File: src/gbtrx_defines.svh
// Constants for the guard-before-trip receive logic: offsets, fields, times
`ifndef GBTRX_DEFINES_SVH
`define GBTRX_DEFINES_SVH

// Default system clock rate in Hz
`define GBTRX_CLK_HZ         40000000
// Qualification time in ms (guard, abnormal, absence)
`define GBTRX_QUAL_MS        100
// Continuous block time before the alarm relay drops, in ms
`define GBTRX_ALARM_MS       2000
// Longest trip-hold time in ms
`define GBTRX_HOLD_MAX_MS    8'hFA

// APB register word indices; the byte address is four times the index
`define GBTRX_OFS_CTRL       6'h00
`define GBTRX_OFS_HOLD       6'h01
`define GBTRX_OFS_LIVE       6'h02
`define GBTRX_OFS_ISTAT      6'h03
`define GBTRX_OFS_IMASK      6'h04

// Control register fields
`define GBTRX_CTRL_PERM      0
`define GBTRX_CTRL_BOOST     1
`define GBTRX_CTRL_HOLD_EN   2

// Interrupt status and mask fields
`define GBTRX_EV_TRIP        0
`define GBTRX_EV_BLOCK       1
`define GBTRX_EV_ALARM       2
`define GBTRX_EV_AGC         3

// Reset values
`define GBTRX_CTRL_RST       3'h0
`define GBTRX_HOLD_RST       8'h00
`define GBTRX_IMASK_RST      4'h0

`endif

File: src/gbtrx_pkg.sv
// Types shared by the guard-before-trip receive logic
package gbtrx_pkg;

  // One receiver channel as seen from the detector card
  typedef struct packed {
    logic guard;    // Discriminator below the guard threshold
    logic trip;     // Discriminator above the trip threshold
    logic win_hi;   // Tone level crossed the upper window set point
    logic win_lo;   // Tone level crossed the lower window set point
    logic agc_hi;   // Gain-control voltage above its high limit
    logic agc_lo;   // Gain-control voltage below its low limit
    logic boosted;  // Received level reads as trip-boosted
  } gbtrx_chan_s;

  // Decision flags of one cycle, also shown on the live register
  typedef struct packed {
    logic agc_lamp;
    logic alarm;
    logic trip_out;
    logic armed;
    logic inhibit;
    logic latch;
    logic block;
    logic trip_st;
    logic guard_st;
  } gbtrx_live_s;

endpackage

File: src/gbtrx_top.sv
// Guard-before-trip receive logic with APB registers and interrupt
//
// Summary of operation
// - Window comparator crossing on either channel blocks
// - Negative discriminator means guard, positive trip
// - Discriminator dead zone is invalid and blocks
// - Gain-control limit blocks and lights status lamp
// - Guard needs A high, B low, all clean
// - Trip needs A low, B high, level matches
// - No trip unless guard came immediately before
// - Guard absent over 100 ms inhibits trip
// - Strict mode: inhibit clears after 100 ms guard
// - Abnormal 100 ms latches block until 100 ms guard
// - Block relay drops while block is active
// - Alarm relay drops after two seconds block
// - Permissive: later trips need no guard between
// - Permissive: guard restores full guard-before-trip (not here: permissive rules stay in force until ctrl_perm is cleared)
// - Optional hold stretches trip up to 250 ms
// - Trip drives isolated switch and buffer output
//
// Local design decisions: the APB slave port and the address map.
`timescale 1ns/100ps

`include "gbtrx_defines.svh"

module gbtrx_top
  import gbtrx_pkg::*;
#(
  parameter int unsigned CLK_HZ    = `GBTRX_CLK_HZ,
  parameter int unsigned MS_CYC    = (CLK_HZ + 999) / 1000,
  parameter int unsigned QUAL_CYC  = MS_CYC * `GBTRX_QUAL_MS,
  parameter int unsigned ALARM_CYC = MS_CYC * `GBTRX_ALARM_MS
) (
  input  wire logic              mclk,        // System clock, 40 MHz
  input  wire logic              rst_n,       // Asynchronous reset
  input  wire logic              psel,        // APB select
  input  wire logic              penable,     // APB access phase
  input  wire logic              pwrite,      // APB write
  input  wire logic [7:0]        paddr,       // APB byte address
  input  wire logic [31:0]       pwdata,      // APB write data
  output logic                   pready,      // APB ready
  output logic      [31:0]       prdata,      // APB read data
  output logic                   pslverr,     // APB error, unmapped
  input  wire gbtrx_chan_s [1:0] ch_in,       // 0 lower A, 1 upper B
  output logic                   trip_out,    // Isolated trip switch
  output logic                   trip_buf,    // Buffered trip output
  output logic                   block_relay, // High while energised
  output logic                   alarm_relay, // High while energised
  output logic                   agc_lamp,    // Gain out-of-limit lamp
  output logic                   guard_lamp,  // Guard state lamp
  output logic                   irq          // Level interrupt
);

  localparam logic [31:0] MS_L    = 32'(MS_CYC);
  localparam logic [31:0] QUAL_L  = 32'(QUAL_CYC);
  localparam logic [31:0] GONE_L  = 32'(QUAL_CYC + 1);
  localparam logic [31:0] ALARM_L = 32'(ALARM_CYC);

  // Refuse timings the counters cannot express
  if (MS_CYC == 0 || QUAL_CYC < 2 || ALARM_CYC < QUAL_CYC) begin : g_bad
    $error("gbtrx_top: timing parameters out of range");
  end

  // Decoding used for both channels
  function automatic logic dead_zone(input gbtrx_chan_s c);
    return !(c.guard ^ c.trip);
  endfunction

  function automatic logic win_bad(input gbtrx_chan_s c);
    return c.win_hi | c.win_lo;
  endfunction

  function automatic logic agc_bad(input gbtrx_chan_s c);
    return c.agc_hi | c.agc_lo;
  endfunction

  function automatic logic is_mapped(input logic [7:0] a);
    return (a[1:0] == 2'h0) && (a[7:2] <= `GBTRX_OFS_IMASK);
  endfunction

  gbtrx_chan_s ch [2];

  // Three-stage synchronisers; a change counts once stages two and three
  // agree, so a single metastable sample never reaches the decision logic
  for (genvar g = 0; g < 2; g++) begin : g_sync
    gbtrx_chan_s s1;
    gbtrx_chan_s s2;
    gbtrx_chan_s s3;
    gbtrx_chan_s q;
    always_ff @(posedge mclk or negedge rst_n) begin
      if (!rst_n) begin
        s1 <= '0;
        s2 <= '0;
        s3 <= '0;
        q  <= '0;
      end else begin
        s1 <= ch_in[g];
        s2 <= s1;
        s3 <= s2;
        if (s2 == s3) begin
          q <= s3;
        end
      end
    end
    assign ch[g] = q;
  end

  // Software settings
  logic [2:0]  ctrl;
  logic [7:0]  hold_ms;
  logic [3:0]  imask;
  logic [3:0]  istat;
  wire         ctrl_perm  = ctrl[`GBTRX_CTRL_PERM];
  wire         ctrl_boost = ctrl[`GBTRX_CTRL_BOOST];
  wire         ctrl_hold  = ctrl[`GBTRX_CTRL_HOLD_EN];

  // Decision state
  logic        block_latch;
  logic        inhibit;
  logic        armed;
  logic        trip_d;
  logic [31:0] guard_cnt;
  logic [31:0] gone_cnt;
  logic [31:0] abn_cnt;
  logic [31:0] blk_cnt;
  logic [31:0] hold_cnt;

  // Per-channel indications: guard on negative, trip on positive sense
  wire dead_any = dead_zone(ch[0]) | dead_zone(ch[1]);
  wire win_any  = win_bad(ch[0]) | win_bad(ch[1]);
  wire agc_any  = agc_bad(ch[0]) | agc_bad(ch[1]);
  wire clean    = !win_any && !agc_any;

  // Guard: lower channel at its high tone, upper at its low tone
  wire guard_st = ch[0].guard && !ch[0].trip &&
                  ch[1].guard && !ch[1].trip && clean;
  // Trip: the opposite pair, and the level as set up for boost
  wire lvl_ok   = (ch[0].boosted == ctrl_boost) &&
                  (ch[1].boosted == ctrl_boost);
  wire trip_st  = ch[0].trip && !ch[0].guard &&
                  ch[1].trip && !ch[1].guard &&
                  clean && lvl_ok;

  // Anything else, such as a crossed pair of tones, is abnormal
  wire abnormal   = !guard_st && !trip_st;
  wire blk_now    = win_any || dead_any || agc_any;
  wire block_cond = blk_now || block_latch;

  // Qualification timers
  wire guard_q   = guard_cnt >= QUAL_L;
  wire guard_lost = gone_cnt >= GONE_L;
  wire abn_q     = abn_cnt >= QUAL_L;
  wire alarm_hit = block_cond && (blk_cnt >= ALARM_L);

  // Trip that starts after a long guard gap is inhibited at once, so
  // the set term also gates this cycle's acceptance
  wire trip_new  = trip_st && !trip_d;
  wire inh_set   = trip_new && guard_lost;
  // Permissive mode lifts the inhibit on any guard
  wire inh_rel   = ctrl_perm ? guard_st : guard_q;
  // Permissive mode only disarms on a truly invalid signal
  wire disarm    = ctrl_perm ? blk_now : abnormal;

  wire trip_ok   = trip_st && armed && !inhibit && !inh_set &&
                   !block_latch;

  wire next_block_latch = abn_q || (block_latch && !guard_q);
  wire next_inhibit     = inh_set || (inhibit && !inh_rel);
  wire next_armed       = guard_st || (armed && !disarm);
  wire hold_act         = ctrl_hold && (hold_cnt != 32'h0000_0000);
  wire next_trip_out    = trip_ok || hold_act;
  wire [31:0] hold_load = ctrl_hold ? 32'(hold_ms) * MS_L : 32'h0000_0000;

  // Saturating interval counters
  wire [31:0] next_guard_cnt = !guard_st ? 32'h0000_0000 :
                               guard_q ? guard_cnt : guard_cnt + 32'h1;
  wire [31:0] next_gone_cnt  = guard_st ? 32'h0000_0000 :
                               guard_lost ? gone_cnt : gone_cnt + 32'h1;
  wire [31:0] next_abn_cnt   = !abnormal ? 32'h0000_0000 :
                               abn_q ? abn_cnt : abn_cnt + 32'h1;
  wire [31:0] next_blk_cnt   = !block_cond ? 32'h0000_0000 :
                               alarm_hit ? blk_cnt : blk_cnt + 32'h1;
  // Hold reloads while the trip is accepted and runs down afterwards
  wire [31:0] next_hold_cnt  = trip_ok ? hold_load :
                               (hold_cnt == 32'h0000_0000) ? hold_cnt :
                               hold_cnt - 32'h1;

  // Timers; reset leaves the link blocked until guard qualifies
  always_ff @(posedge mclk or negedge rst_n) begin
    if (!rst_n) begin
      guard_cnt <= 32'h0000_0000;
      gone_cnt  <= 32'h0000_0000;
      abn_cnt   <= 32'h0000_0000;
      blk_cnt   <= 32'h0000_0000;
      hold_cnt  <= 32'h0000_0000;
    end else begin
      guard_cnt <= next_guard_cnt;
      gone_cnt  <= next_gone_cnt;
      abn_cnt   <= next_abn_cnt;
      blk_cnt   <= next_blk_cnt;
      hold_cnt  <= next_hold_cnt;
    end
  end

  // Decision registers
  always_ff @(posedge mclk or negedge rst_n) begin
    if (!rst_n) begin
      block_latch <= 1'b1;
      inhibit     <= 1'b0;
      armed       <= 1'b0;
      trip_d      <= 1'b0;
    end else begin
      block_latch <= next_block_latch;
      inhibit     <= next_inhibit;
      armed       <= next_armed;
      trip_d      <= trip_st;
    end
  end

  // Relay and lamp outputs; relays are energised when high
  always_ff @(posedge mclk or negedge rst_n) begin
    if (!rst_n) begin
      trip_out    <= 1'b0;
      trip_buf    <= 1'b0;
      block_relay <= 1'b0;
      alarm_relay <= 1'b1;
      agc_lamp    <= 1'b0;
      guard_lamp  <= 1'b0;
    end else begin
      trip_out    <= next_trip_out;
      trip_buf    <= next_trip_out;
      block_relay <= !block_cond;
      alarm_relay <= !alarm_hit;
      agc_lamp    <= agc_any;
      guard_lamp  <= guard_st;
    end
  end

  // Events are edges of the registered outputs
  wire [3:0] ev;
  assign ev[`GBTRX_EV_TRIP]  = next_trip_out && !trip_out;
  assign ev[`GBTRX_EV_BLOCK] = block_cond && block_relay;
  assign ev[`GBTRX_EV_ALARM] = alarm_hit && alarm_relay;
  assign ev[`GBTRX_EV_AGC]   = agc_any && !agc_lamp;

  // APB decode; every access answers in its first access cycle
  wire       setup   = psel && !penable;
  wire       acc     = psel && penable && pready;
  wire [5:0] widx    = paddr[7:2];
  wire       wr      = acc && pwrite && is_mapped(paddr);
  wire       rd_stat = acc && !pwrite && is_mapped(paddr) &&
                       (widx == `GBTRX_OFS_ISTAT);

  gbtrx_live_s live;
  assign live = '{agc_lamp: agc_lamp, alarm: !alarm_relay,
                  trip_out: trip_out, armed: armed, inhibit: inhibit,
                  latch: block_latch, block: block_cond,
                  trip_st: trip_st, guard_st: guard_st};

  // Read mux; reserved bits read as zero
  wire [31:0] rdata =
    (widx == `GBTRX_OFS_CTRL)  ? {29'h0, ctrl}    :
    (widx == `GBTRX_OFS_HOLD)  ? {24'h0, hold_ms} :
    (widx == `GBTRX_OFS_LIVE)  ? {23'h0, live}    :
    (widx == `GBTRX_OFS_ISTAT) ? {28'h0, istat}   :
    (widx == `GBTRX_OFS_IMASK) ? {28'h0, imask}   : 32'h0000_0000;

  // Clearing only the bits that were actually returned keeps an event
  // that lands between setup and access from being lost; a new event
  // in the clearing cycle itself wins over the clear
  wire [3:0] stat_clr   = rd_stat ? prdata[3:0] : 4'h0;
  wire [3:0] next_istat = (istat & ~stat_clr) | ev;
  wire [7:0] wr_hold    = (pwdata[7:0] > `GBTRX_HOLD_MAX_MS) ?
                          `GBTRX_HOLD_MAX_MS : pwdata[7:0];

  // APB answer
  always_ff @(posedge mclk or negedge rst_n) begin
    if (!rst_n) begin
      pready  <= 1'b0;
      pslverr <= 1'b0;
      prdata  <= 32'h0000_0000;
    end else begin
      pready  <= setup;
      pslverr <= setup && !is_mapped(paddr);
      if (setup && !pwrite) begin
        prdata <= is_mapped(paddr) ? rdata : 32'h0000_0000;
      end
    end
  end

  // Software registers and interrupt
  always_ff @(posedge mclk or negedge rst_n) begin
    if (!rst_n) begin
      ctrl    <= `GBTRX_CTRL_RST;
      hold_ms <= `GBTRX_HOLD_RST;
      imask   <= `GBTRX_IMASK_RST;
      istat   <= 4'h0;
      irq     <= 1'b0;
    end else begin
      if (wr && widx == `GBTRX_OFS_CTRL) begin
        ctrl <= pwdata[2:0];
      end
      if (wr && widx == `GBTRX_OFS_HOLD) begin
        hold_ms <= wr_hold;
      end
      if (wr && widx == `GBTRX_OFS_IMASK) begin
        imask <= pwdata[3:0];
      end
      istat <= next_istat;
      irq   <= |(next_istat & imask);
    end
  end

  // Checks on the decision logic
  property p_block_relay;
    @(posedge mclk) disable iff (!rst_n)
      block_cond |=> !block_relay;
  endproperty
  a_block_relay: assert property (p_block_relay)
    else $error("block relay energised during block");

  property p_window;
    @(posedge mclk) disable iff (!rst_n)
      win_any |-> !trip_ok ##1 !block_relay;
  endproperty
  a_window: assert property (p_window)
    else $error("window crossing did not block");

  property p_dead;
    @(posedge mclk) disable iff (!rst_n)
      dead_any |-> !guard_st && !trip_st ##1 !block_relay;
  endproperty
  a_dead: assert property (p_dead)
    else $error("dead zone not treated as block");

  property p_agc;
    @(posedge mclk) disable iff (!rst_n)
      agc_any |=> agc_lamp && !block_relay;
  endproperty
  a_agc: assert property (p_agc)
    else $error("gain limit did not light lamp and block");

  property p_alarm;
    @(posedge mclk) disable iff (!rst_n)
      $fell(alarm_relay) |-> !block_relay && !$past(block_relay);
  endproperty
  a_alarm: assert property (p_alarm)
    else $error("alarm dropped without standing block");

  property p_trip_cause;
    @(posedge mclk) disable iff (!rst_n)
      $rose(trip_out) |-> $past(trip_st) && $past(armed) &&
                          !$past(block_latch);
  endproperty
  a_trip_cause: assert property (p_trip_cause)
    else $error("trip without preceding guard");

  property p_inhibit;
    @(posedge mclk) disable iff (!rst_n)
      inh_set |-> !trip_ok ##1 inhibit;
  endproperty
  a_inhibit: assert property (p_inhibit)
    else $error("late trip was not inhibited");

  property p_strict_release;
    @(posedge mclk) disable iff (!rst_n)
      $fell(inhibit) && !$past(ctrl_perm) |-> $past(guard_q);
  endproperty
  a_strict_release: assert property (p_strict_release)
    else $error("inhibit released before qualified guard");

  property p_latch;
    @(posedge mclk) disable iff (!rst_n)
      abn_q |=> block_latch;
  endproperty
  a_latch: assert property (p_latch)
    else $error("persistent abnormal did not latch block");

  property p_outputs_pair;
    @(posedge mclk) disable iff (!rst_n)
      trip_out == trip_buf;
  endproperty
  a_outputs_pair: assert property (p_outputs_pair)
    else $error("trip outputs disagree");

  property p_reset_state;
    @(posedge mclk) disable iff (!rst_n)
      !$past(rst_n) |-> !trip_out && !block_relay;
  endproperty
  a_reset_state: assert property (p_reset_state)
    else $error("reset did not start blocked");

endmodule // gbtrx_top
File: config.mk
export PLATFORM = sky130hd
export DESIGN_NAME = gbtrx_top
export DESIGN_NICKNAME = d
export VERILOG_FILES = /design/src/gbtrx_pkg.sv /design/src/gbtrx_top.sv
export VERILOG_INCLUDE_DIRS = /design/src
export SDC_FILE = /design/constraint.sdc
export NUM_CORES = 1
export LEC_CHECK = 0
export CAP_MARGIN = 40
export CORE_MARGIN = 4
export CORE_UTILIZATION = 35
export CTS_CLUSTER_SIZE = 10
export DETAILED_ROUTE_END_ITERATION = 8
export DONT_BUFFER_PORTS = 1
export PLACE_DENSITY = 0.62
export SETUP_SLACK_MARGIN = 0.3
export SLEW_MARGIN = 30
export SYNTH_ARGS = -nofsm -noshare
export SYNTH_HDL_FRONTEND = slang
export SYNTH_SLANG_ARGS = --single-unit
File: constraint.sdc
create_clock -name mclk -period 3.9 [get_ports mclk]
set_input_delay 0.78 -clock mclk [delete_from_list [all_inputs] [get_ports mclk]]
set_output_delay 0.78 -clock mclk [all_outputs]
set_load 0.1 [all_outputs]
# Word level (Yosys, flattened, before mapping)
# Cells that the tools add are included.
[op_classes]
add_sub_neg = 5
mul = 1
n_lt_le_gt_ge = 6
n_eq_ne = 13
n_mux = 21
bitwise_logic = 13
n_reduce_logical = 78
[op_table]
columns = ["cell", "n"]
rows = [
  ["$mux W32", 10],
  ["$add A32 B1 Y32 const B", 4],
  ["$ge A32 B22 Y1 const B", 3],
  ["$logic_and A1 B1 Y1", 41],
  ["$mux W9", 4],
  ["$ge A32 B27 Y1 const B", 1],
  ["$logic_not A32 Y1", 1],
  ["$reduce_bool A32 Y1", 1],
  ["$sub A32 B1 Y32 const B", 1],
  ["$logic_not A1 Y1", 25],
  ["$mux W24", 1],
  ["$mul A8 B10 Y18 const B", 1],
  ["$eq A7 B7 Y1", 2],
  ["$eq A6 B2 Y1 const B", 2],
  ["$mux W4", 3],
  ["$ne A2 B2 Y1 const B", 5],
  ["$and A4 B4 Y4", 2],
  ["$gt A8 B8 Y1 const B", 1],
  ["$mux W8", 1],
  ["$logic_or A1 B1 Y1", 7],
  ["$or A1 B1 Y1", 7],
  ["$eq A6 B1 Y1 const B", 1],
  ["$eq A6 B3 Y1 const B", 1],
  ["$le A6 B3 Y1 const B", 1],
  ["8 further kinds", 11],
]
[totals]
register_bits = 279
inputBits = 59
output_inout_bits = 41
elab_cells = 215

# Depth between registers and ports, before layout
# Gate-level depths: netlist (run 1).
[logic_depth]
ltp_word = 16
depth_mapped = 13
mapped_depth_nobuf = 13

# Worst setup path after synthesis (run 1)
# No wires, ideal clock.
[synth_timing]
path_kind = "reg2reg"
from = "register hold_ms[5]"
to = "register hold_cnt[23]"
setup_time_ns = 0.134
t_arrival_ns = 3.633
required_ns = 3.766
slack_ns = 0.132
stages_incl_launch_ff = 14
path_buffers = 0
period_less_slack_ns = 3.768
path_cell_list = "dfrtp_1 -> fa_1 -> fa_1 -> ha_1 -> inv_1 -> fa_1 -> inv_1 -> ha_1 -> or2_2 -> a221oi_1 -> a21oi_1 -> a41o_1 -> nand2_1 -> o31ai_1"
[synth_via]
elab_chain_cells = 3
[synth_rtl]
columns = ["item", "line_no", "text"]
rows = [
  ["from (decl)", "gbtrx_top.sv:110", "logic [7:0] hold_ms;"],
  ["from (signal assigned)", "gbtrx_top.sv:295", "hold_ms <= `GBTRX_HOLD_RST;"],
  ["from (signal assigned)", "gbtrx_top.sv:304", "hold_ms <= wr_hold;"],
  ["$mul A8 B10 Y18", "gbtrx_top.sv:172", "wire [31:0] hold_load = ctrl_hold ? 32'(hold_ms) * MS_L : 32'h0000_0000;"],
  ["$mux W24", "gbtrx_top.sv:172", ""],
  ["$mux W32", "gbtrx_top.sv:184", "wire [31:0] next_hold_cnt = trip_ok ? hold_load :"],
  ["to (signal assigned)", "gbtrx_top.sv:201", "hold_cnt <= next_hold_cnt;"],
  ["to (decl)", "gbtrx_top.sv:126", "logic [31:0] hold_cnt;"],
]
# Every way passes these cells.
# A chain may end at the register's enable or synchronous reset.

# Final worst setup path (run 1)
[layout_timing]
from = "register hold_ms[3]"
to = "register hold_cnt[20]"
# The elaborated chain is that of the path after synthesis.

==> impl_metrics.sql, run 1 <==
INSERT INTO impl_metrics (metric_group, metric, value, unit) VALUES
('outcome', 'run_status', 'complete, but fails checks', ''),
('outcome', 'failing_checks', 'hold timing', ''),
('worst_hold_path', 'timing.hold.worst.class', 'primary input to asynchronous set/reset pin', ''),
('setup_path', 'regToRegStartpoint', 'hold_ms[3]', ''),
('setup_path', 'data_arrival_time_at_the_worst_slack_endpoint', '4.03', 'ns'),
('cells_and_area', 'final_cell_area', '14800', 'sq um'),
('timing', 'finalHoldWorstSlack', '-0.0708', 'ns'),
('timing', 'unrepaired_setup_endpoints_after_global_routing', 'true', ''),
('timing', 'setup-tns-final', '0', 'ns'),
('placed_design', 'dp_hpwl', '17.9', 'mm'),
('setup_path', 'source_of_the_critical_timing_path', 'hold_ms[3]', ''),
('drt', 'dr_wl_met2', '12.4', 'mm'),
('drt', 'detailroute.via_count', '8951', ''),
('setup_path', 'path_cells', 'ha_1 -> ha_1 -> inv_1 -> fa_1 -> fa_1 -> inv_1 -> fa_2 -> a21o_1 -> nand4_1 -> o21ai_4 -> o41ai_2 -> xor2_1 -> o32ai_1', ''),
('global_route', 'antenna_violations_before_repair', '0', ''),
('clock_tree', 'clk_latency', '0.57', 'ns'),
('floorplanning', 'die-area', '39600', 'sq um'),
('synthesis', 'flip_flop_and_latch_count_after_synthesis', '256', ''),
('setup_path', 'timing_worst_setup_path_type', 'register to register', ''),
('drt', 'drt-wirelength-per-cell', '15.0', 'um'),
('setup_path', 'crit_path_end_kind', 'register', ''),
('synthesis', 'syn_area', '12800', 'sq um'),
('placed_design', 'placed_cells_incl_taps', '1708', ''),
('setup_path', 'worst_path_largest_cell_delay', '0.55', 'ns'),
('timing', 'maxClockFrequency', '277', 'MHz'),
('synthesis', 'library_cells_used_by_synthesis', '71', ''),
('clock_tree', 'clk_path_buf_depth', '3', ''),
('drt', 'detailroute.wirelength.met3', '891', 'um'),
('clock_tree', 'htreeDepth', '1', ''),
('cells_and_area', 'share_of_final_layout_standard_cells_stronger_than_drive_strength_1', '11.4', '%'),
('floorplanning', 'rows', '69', ''),
('clock_tree', 'clk_pin_slew', '0.06', 'ns'),
('drt', 'routed_wl', '26.4', 'mm'),
('clock_tree', 'tritoncts.num_buffers', '30', ''),
('drt', 'highest-signal-layer', 'met4', ''),
('setup_path', 'worstPathBufferInverterCount', '2', ''),
('cells_and_area', 'multiInputGateArea', '6070', 'sq um'),
('synthesis', 'syn-mean-instance-area', '10.2', 'sq um'),
('timing', 'tightest_pin_transition', '0.870', 'ns'),
('synthesis', 'synthesis.yosys.warnings', '0', ''),
('setup_path', 'crit_cells', '13', ''),
('floorplanning', 'fp.dieW', '199', 'um'),
('timing', 'final-setup-viol-count', '0', ''),
('floorplanning', 'design.core.area', '35700', 'sq um'),
('clock_tree', 'tritoncts', 'yes', ''),
('synthesis', 'synth_seq_area_share', '50.2', '%'),
('clock_tree', 'clk_root_buffer_cell', 'sky130_fd_sc_hd__clkbuf_16', ''),
('drt', 'via_count_normalized_by_instance_count', '5.07', ''),
('synthesis', 'async_reset_ff_share', '100', '%'),
('drt', 'drt-initial-drc-count', '482', ''),
('timing', 'final_period_minus_worst_setup_slack', '3.61', 'ns'),
('setup_path', 'crit_path_start_kind', 'register', ''),
('drt', 'detail-route-antenna-nets', '0', ''),
('power', 'power.leakage', '6.46', 'nW'),
('timing', 'post_route_clock_skew', '0.0312', 'ns'),
('cells_and_area', 'layout.core_utilization', '41.3', '%'),
('power', 'p_per_area', '478', 'nW/um^2'),
('cells_and_area', 'n_fill_cell', '3432', ''),
('floorplanning', 'initial_core_util', '35.7', '%'),
('timing', 'fin_crit_sh', '92.6', '%'),
('cells_and_area', 'register_area', '6420', 'sq um'),
('synthesis', 'synth_cells', '1249', ''),
('flow_run', 'drv.max_cap_violation_count', '0', ''),
('setup_path', 'slowest_cell_on_the_critical_path', 'sky130_fd_sc_hd__fa_1', ''),
('global_route', 'grt_pass1_vias', '8836', ''),
('floorplanning', 'die_h', '199', 'um'),
('cells_and_area', 'num_antenna_cells', '0', ''),
('timing', 'hold_viol_final', '177', ''),
('setup_path', 'critical-path-top-delay-family', 'adder cells', ''),
('placed_design', 'pre_cts_slack', '0.122', 'ns'),
('synthesis', 'netlist.top_cell.by_area', 'sky130_fd_sc_hd__dfrtp_1', '');
## where the power goes
part           internal [mW]  total [mW]  switching, mW
Combinational          0.495        1.21          0.719
Clock                   1.46        2.53           1.06
Sequential              2.99        3.31          0.320
## area by class of cell
| cell class | instances | area share [%] |
|---|---|---|
| clock inverters | 2 | 0.263 |
| inverters | 65 | 1.65 |
| flip-flops and latches | 256 | 43.5 |
| multi-input cells | 889 | 41.1 |
| repair buffers | 45 | 3.90 |
| clock buffers | 49 | 5.70 |
| well taps | 461 | 3.91 |
## cell usage in the layout, fill, tap and decap left out, types with 19 or more instances in the layout
master | netlist | layout
sky130_fd_sc_hd__and2_1 | 28 | 28
sky130_fd_sc_hd__nand4_1 | 32 | 32
sky130_fd_sc_hd__nor2b_1 | 19 | 19
sky130_fd_sc_hd__buf_4 | 24 | 32
sky130_fd_sc_hd__clkbuf_16 | 0 | 30
sky130_fd_sc_hd__xor2_1 | 44 | 44
sky130_fd_sc_hd__ha_1 | 51 | 45
sky130_fd_sc_hd__dfrtp_1 | 254 | 247
sky130_fd_sc_hd__inv_1 | 65 | 62
sky130_fd_sc_hd__nand3_1 | 60 | 60
sky130_fd_sc_hd__o21ai_0 | 54 | 52
sky130_fd_sc_hd__nand2_1 | 72 | 72
sky130_fd_sc_hd__a21oi_1 | 46 | 43
sky130_fd_sc_hd__xnor2_1 | 63 | 63
sky130_fd_sc_hd__nor4_1 | 28 | 28
sky130_fd_sc_hd__or3_1 | 22 | 22
sky130_fd_sc_hd__conb_1 | 1 | 23
sky130_fd_sc_hd__mux2_2 | 22 | 22
sky130_fd_sc_hd__nor3_1 | 45 | 45
sky130_fd_sc_hd__nor2_1 | 127 | 127
## per-layer routing
layer / GRT usage, % / up-vias
li1: - / 4396
met1: 18.7 / 4380
met2: 22.2 / 135
met3: 2.07 / 40
met4: 3.65 / 0
met5: 0 / -
## cells by family after synthesis
kind of cell	synth area share [%]
and+or+nand+nor	20.2
DFF	50.2
AOI/OAI and AO/OA	8.73
buffers and inverters	4.49
xor gates and xnor gates	7.34
adders and majority gates	6.88
muxes	2.17
other	0.0294
## sequential cells by signal, indices dropped and copies added (netlist names), 3 cells and up
| signal | flops |
|---|---|
| ctrl | 3 |
| g_sync.s1 | 14 |
| g_sync.s2 | 14 |
| hold_ms | 8 |
| hold_cnt | 32 |
| blk_cnt | 32 |
| guard_cnt | 32 |
| istat | 4 |
| ch | 14 |
| g_sync.s3 | 14 |
| imask | 4 |
| abn_cnt | 32 |
| gone_cnt | 32 |
| prdata | 9 |
## Yosys cell counts, types with 6 or more instances
master	number
sky130_fd_sc_hd__dfrtp_1	254
sky130_fd_sc_hd__nor2_1	127
sky130_fd_sc_hd__nand2_1	72
sky130_fd_sc_hd__inv_1	65
sky130_fd_sc_hd__xnor2_1	63
sky130_fd_sc_hd__nand3_1	60
sky130_fd_sc_hd__o21ai_0	54
sky130_fd_sc_hd__ha_1	51
sky130_fd_sc_hd__a21oi_1	46
sky130_fd_sc_hd__nor3_1	45
sky130_fd_sc_hd__xor2_1	44
sky130_fd_sc_hd__nand4_1	32
sky130_fd_sc_hd__clkbuf_1	30
sky130_fd_sc_hd__and2_1	28
sky130_fd_sc_hd__nor4_1	28
sky130_fd_sc_hd__buf_4	24
sky130_fd_sc_hd__mux2_2	22
sky130_fd_sc_hd__or3_1	22
sky130_fd_sc_hd__nor2b_1	19
sky130_fd_sc_hd__and3_1	18
sky130_fd_sc_hd__o31ai_1	15
sky130_fd_sc_hd__fa_1	12
sky130_fd_sc_hd__or4_1	11
sky130_fd_sc_hd__a22o_1	10
sky130_fd_sc_hd__or2_2	6
## final timing paths
check	to	slack (ns)
min	guard_lamp	-0.07
max	hold_cnt[20]	0.29
min in group mclk	g_sync[0].s1[1]	0.23
max reg2reg	hold_cnt[20]	0.29
max in group asynchronous	hold_ms[2]	3.56
min reg2reg	g_sync[0].s2[3]	0.34
## what timing repair did
action / CTS / global route
cloned: 0 / 0
gates resized for setup: 21 / 6
hold endpoints to repair: 254 / 254
pin swaps: 14 / 14
setup buffers: 5 / 3
endpoints found under the setup margin: 6 / 7
Note: power is estimated with default switching activity, not from simulation.
==> run 2: changes to the inputs <==
CTS_BUF_LIST = sky130_fd_sc_hd__clkbuf_8   (was unset)
==> run 2 against run 1 <==
  * The flow still finishes with violations (hold timing)
  * Design area grew 0.17%
  * Non-clock buffer count grew 1
  * Sequential share of layout area shrank 0.074 points
  * Cell count grew 1.8%
  * Flip-flop and latch count is the same
  * Wire length grew 1.1%
  * Hold slack lost 0.0019 ns
  * First-iteration DRC count grew 8.9%
  * Clock power shrank 2%
  * Worst setup slack gained 0.0014 ns
  * Power shrank 0.80%
  * Clock-buffer cell count grew 5
  * Critical path type unchanged
  * Largest cell class unchanged
  * Highest routed layer unchanged
==> impl_metrics.sql, run 2 (synthesized netlist as in run 1, its figures left out) <==
INSERT INTO impl_metrics (metric_group, metric, value, unit) VALUES
('global_route', 'grt_pass1_wl', '45.5', 'mm'),
('clock_tree', 'clk_latency', '0.57', 'ns'),
('floorplanning', 'die-area', '39600', 'sq um'),
('power', 'power.leakage', '6.57', 'nW'),
('timing', 'final-max-slew-violation-count', '0', ''),
('setup_path', 'path_cells', 'fa_1 -> fa_1 -> ha_1 -> inv_2 -> fa_2 -> inv_2 -> ha_4 -> buf_4 -> or3_1 -> o21ai_1 -> a21oi_1 -> xor2_1 -> nand3_1 -> o31ai_2', ''),
('setup_path', 'critPathRequiredTime', '4.33', 'ns'),
('clock_tree', 'tritoncts', 'yes', ''),
('timing', 'finalHoldWorstSlack', '-0.0727', 'ns'),
('drt', 'routed_wl', '26.7', 'mm'),
('setup_path', 'worst_path_largest_cell_delay', '0.56', 'ns'),
('outcome', 'run_status', 'complete, but fails checks', ''),
('floorplanning', 'die_h', '199', 'um'),
('worst_hold_path', 'timing.hold.worst.class', 'primary input to asynchronous set/reset pin', ''),
('timing', 'hold_viol_final', '208', ''),
('clock_tree', 'clk_path_buf_depth', '3', ''),
('global_route', 'grt_pass1_vias', '9049', ''),
('setup_path', 'data_arrival_time_at_the_worst_slack_endpoint', '4.03', 'ns'),
('drt', 'detailroute.via_count', '9032', ''),
('timing', 'tightest_pin_transition', '0.871', 'ns'),
('timing', 'maxClockFrequency', '277', 'MHz'),
('flow_run', 'drv.max_cap_violation_count', '0', ''),
('outcome', 'failing_checks', 'hold timing', ''),
('global_route', 'antenna_violations_before_repair', '0', ''),
('setup_path', 'crit_path_end_kind', 'register', ''),
('drt', 'drt-wirelength-per-cell', '14.9', 'um'),
('power', 'p_per_area', '473', 'nW/um^2'),
('clock_tree', 'tritoncts.num_buffers', '44', ''),
('power', 'vdd_ir_drop_max', '0.300', 'mV'),
('cells_and_area', 'most_common_cell_after_layout_fill_and_taps_aside', 'sky130_fd_sc_hd__dfrtp_1', ''),
('floorplanning', 'rows', '69', ''),
('timing', 'unrepaired_setup_endpoints_after_global_routing', 'true', ''),
('timing', 'final_period_minus_worst_setup_slack', '3.61', 'ns'),
('cells_and_area', 'mostFrequentLayoutCells', 'sky130_fd_sc_hd__dfrtp_1, sky130_fd_sc_hd__nor2_1, sky130_fd_sc_hd__inv_1, sky130_fd_sc_hd__nand2_1, sky130_fd_sc_hd__xnor2_1', ''),
('timing', 'final-setup-viol-count', '0', ''),
('clock_tree', 'htreeDepth', '2', ''),
('timing', 'slew_headroom', '42.0', '%'),
('global_route', 'grt.met3_usage', '2.83', '%'),
('clock_tree', 'clk_root_buffer_cell', 'sky130_fd_sc_hd__clkbuf_8', ''),
('placed_design', 'placed_cells_incl_taps', '1708', ''),
('floorplanning', 'fp.dieW', '199', 'um'),
('setup_path', 'cp_max_fo', '3', ''),
('global_route', 'grt_use_met1', '18.9', '%'),
('clock_tree', 'clkSinkCount', '256', ''),
('cells_and_area', 'num_antenna_cells', '0', ''),
('global_route', 'use_met2', '22.3', '%'),
('global_route', 'grt_max_degree', '257', ''),
('placed_design', 'place.gp.congestion', '0.843', ''),
('floorplanning', 'design.core.area', '35700', 'sq um'),
('placed_design', 'place.port_buffers', '0', ''),
('drt', 'drt-initial-drc-count', '525', ''),
('cells_and_area', 'layout-area-overhead-vs-synth', '15.8', '%'),
('setup_path', 'crit_path_start_kind', 'register', ''),
('drt', 'drc', '0', ''),
('floorplanning', 'initial_core_util', '35.7', '%'),
('setup_path', 'slowest_cell_on_the_critical_path', 'sky130_fd_sc_hd__fa_1', ''),
('timing', 'fin_crit_sh', '92.5', '%'),
('drt', 'detail-route-antenna-nets', '0', ''),
('global_route', 'gr-total-overflow', '0', ''),
('cells_and_area', 'share_of_final_layout_standard_cells_stronger_than_drive_strength_1', '13.8', '%'),
('setup_path', 'timing_worst_setup_path_type', 'register to register', ''),
('drt', 'drt_first_pass_iters', '5', ''),
('floorplanning', 'number_of_i_o_pins', '100', ''),
('cells_and_area', 'nNetsFinal', '1424', ''),
('cells_and_area', 'layoutNonFillerInstCount', '1798', ''),
('global_route', 'globalRouteTotalUtil', '13.8', '%'),
('timing', 'post_route_clock_skew', '0.0319', 'ns'),
('timing', 'setup-tns-final', '0', 'ns'),
('clock_tree', 'clk_pin_slew', '0.06', 'ns'),
('drt', 'via_count_normalized_by_instance_count', '5.02', ''),
('cells_and_area', 'n_fill_cell', '3455', ''),
('global_route', 'grt-busiest-layer', 'met2', ''),
('placed_design', 'dp_hpwl', '17.9', 'mm');
run 2: changes by cell type in the layout (fill, tap and decap cells not counted), sizes merged:
cell / delta
inv: +10
clkbuf: +5
clkinvlp: +1
bufinv: +1
buf: +1
clkinv: +13
run 2: power breakdown:
part	total (mW)	internal, mW	switching [mW]
clock	2.47	1.34	1.13
combinational	1.21	0.495	0.720
sequential	3.31	2.99	0.320
total	6.99	4.82	2.17
run 2: stage by stage:
step / hold slack (ns) / cell area, sq um / util (%) / total power [mW] / setup WS, ns
floorplan: 0.331 / 12900 / - / 4.30 / 0.302
global placement: 0.331 / 13300 / 37.3 / 4.48 / 0.149
detailed placement: 0.335 / 13700 / 38.3 / 4.57 / 0.122
CTS: -0.120 / 14700 / 41.3 / 7.11 / 0.274
global route: -0.119 / 14800 / 41.4 / 7.44 / 0.108
finish: -0.0727 / 14800 / 41.4 / 6.99 / 0.292
run 2: area by class of cell:
type                    instances  area, sq um  share of cell area [%]
clock inverters                27          173                    1.17
repair buffers                 46          583                    3.94
multi-input cells             889         6050                    40.9
clock buffers                  54          743                    5.03
inverters                      65          244                    1.65
well taps                     461          577                    3.90
flip-flops and latches        256         6420                    43.4
run 2: what timing repair did:
| action | in CTS | in global routing |
|---|---|---|
| hold endpoints to repair | 254 | 254 |
| resized for setup | 21 | 4 |
| setup buffers | 6 | 3 |
| endpoints found under the setup margin | 6 | 7 |
| pin swaps | 14 | 15 |
run 2: worst max-delay path: cells and delay by family (launching register included):
kind / cells / cell delay [ns]
AND/OR/NAND/NOR: 2 / 0.43
AO/OA/AOI/OAI: 3 / 0.20
flip-flops: 1 / 0.42
buffers and inverters: 3 / 0.21
XOR/XNOR: 1 / 0.17
adder cells (fa/ha/maj): 5 / 2.02
run 2: path summary, 6_finish.rpt:
path	startpoint	to	slack, ns	depth (start not counted)
setup / recovery	hold_ms[7]	hold_cnt[19]	0.29	14
hold reg to reg	g_sync[1].s1[1]	g_sync[1].s2[1]	0.35	0
setup reg to reg	hold_ms[7]	hold_cnt[19]	0.29	14
hold / removal	rst_n	guard_lamp	-0.07	0
min in group mclk	ch_in[2]	g_sync[0].s1[2]	0.23	0
max in group asynchronous	rst_n	hold_ms[6]	3.58	0
run 2: layer usage:
layer	wire (um)	part of all wire [%]
met5	0	0
met4	461	1.7
met3	1140	4.3
met2	12600	47
met1	12600	47
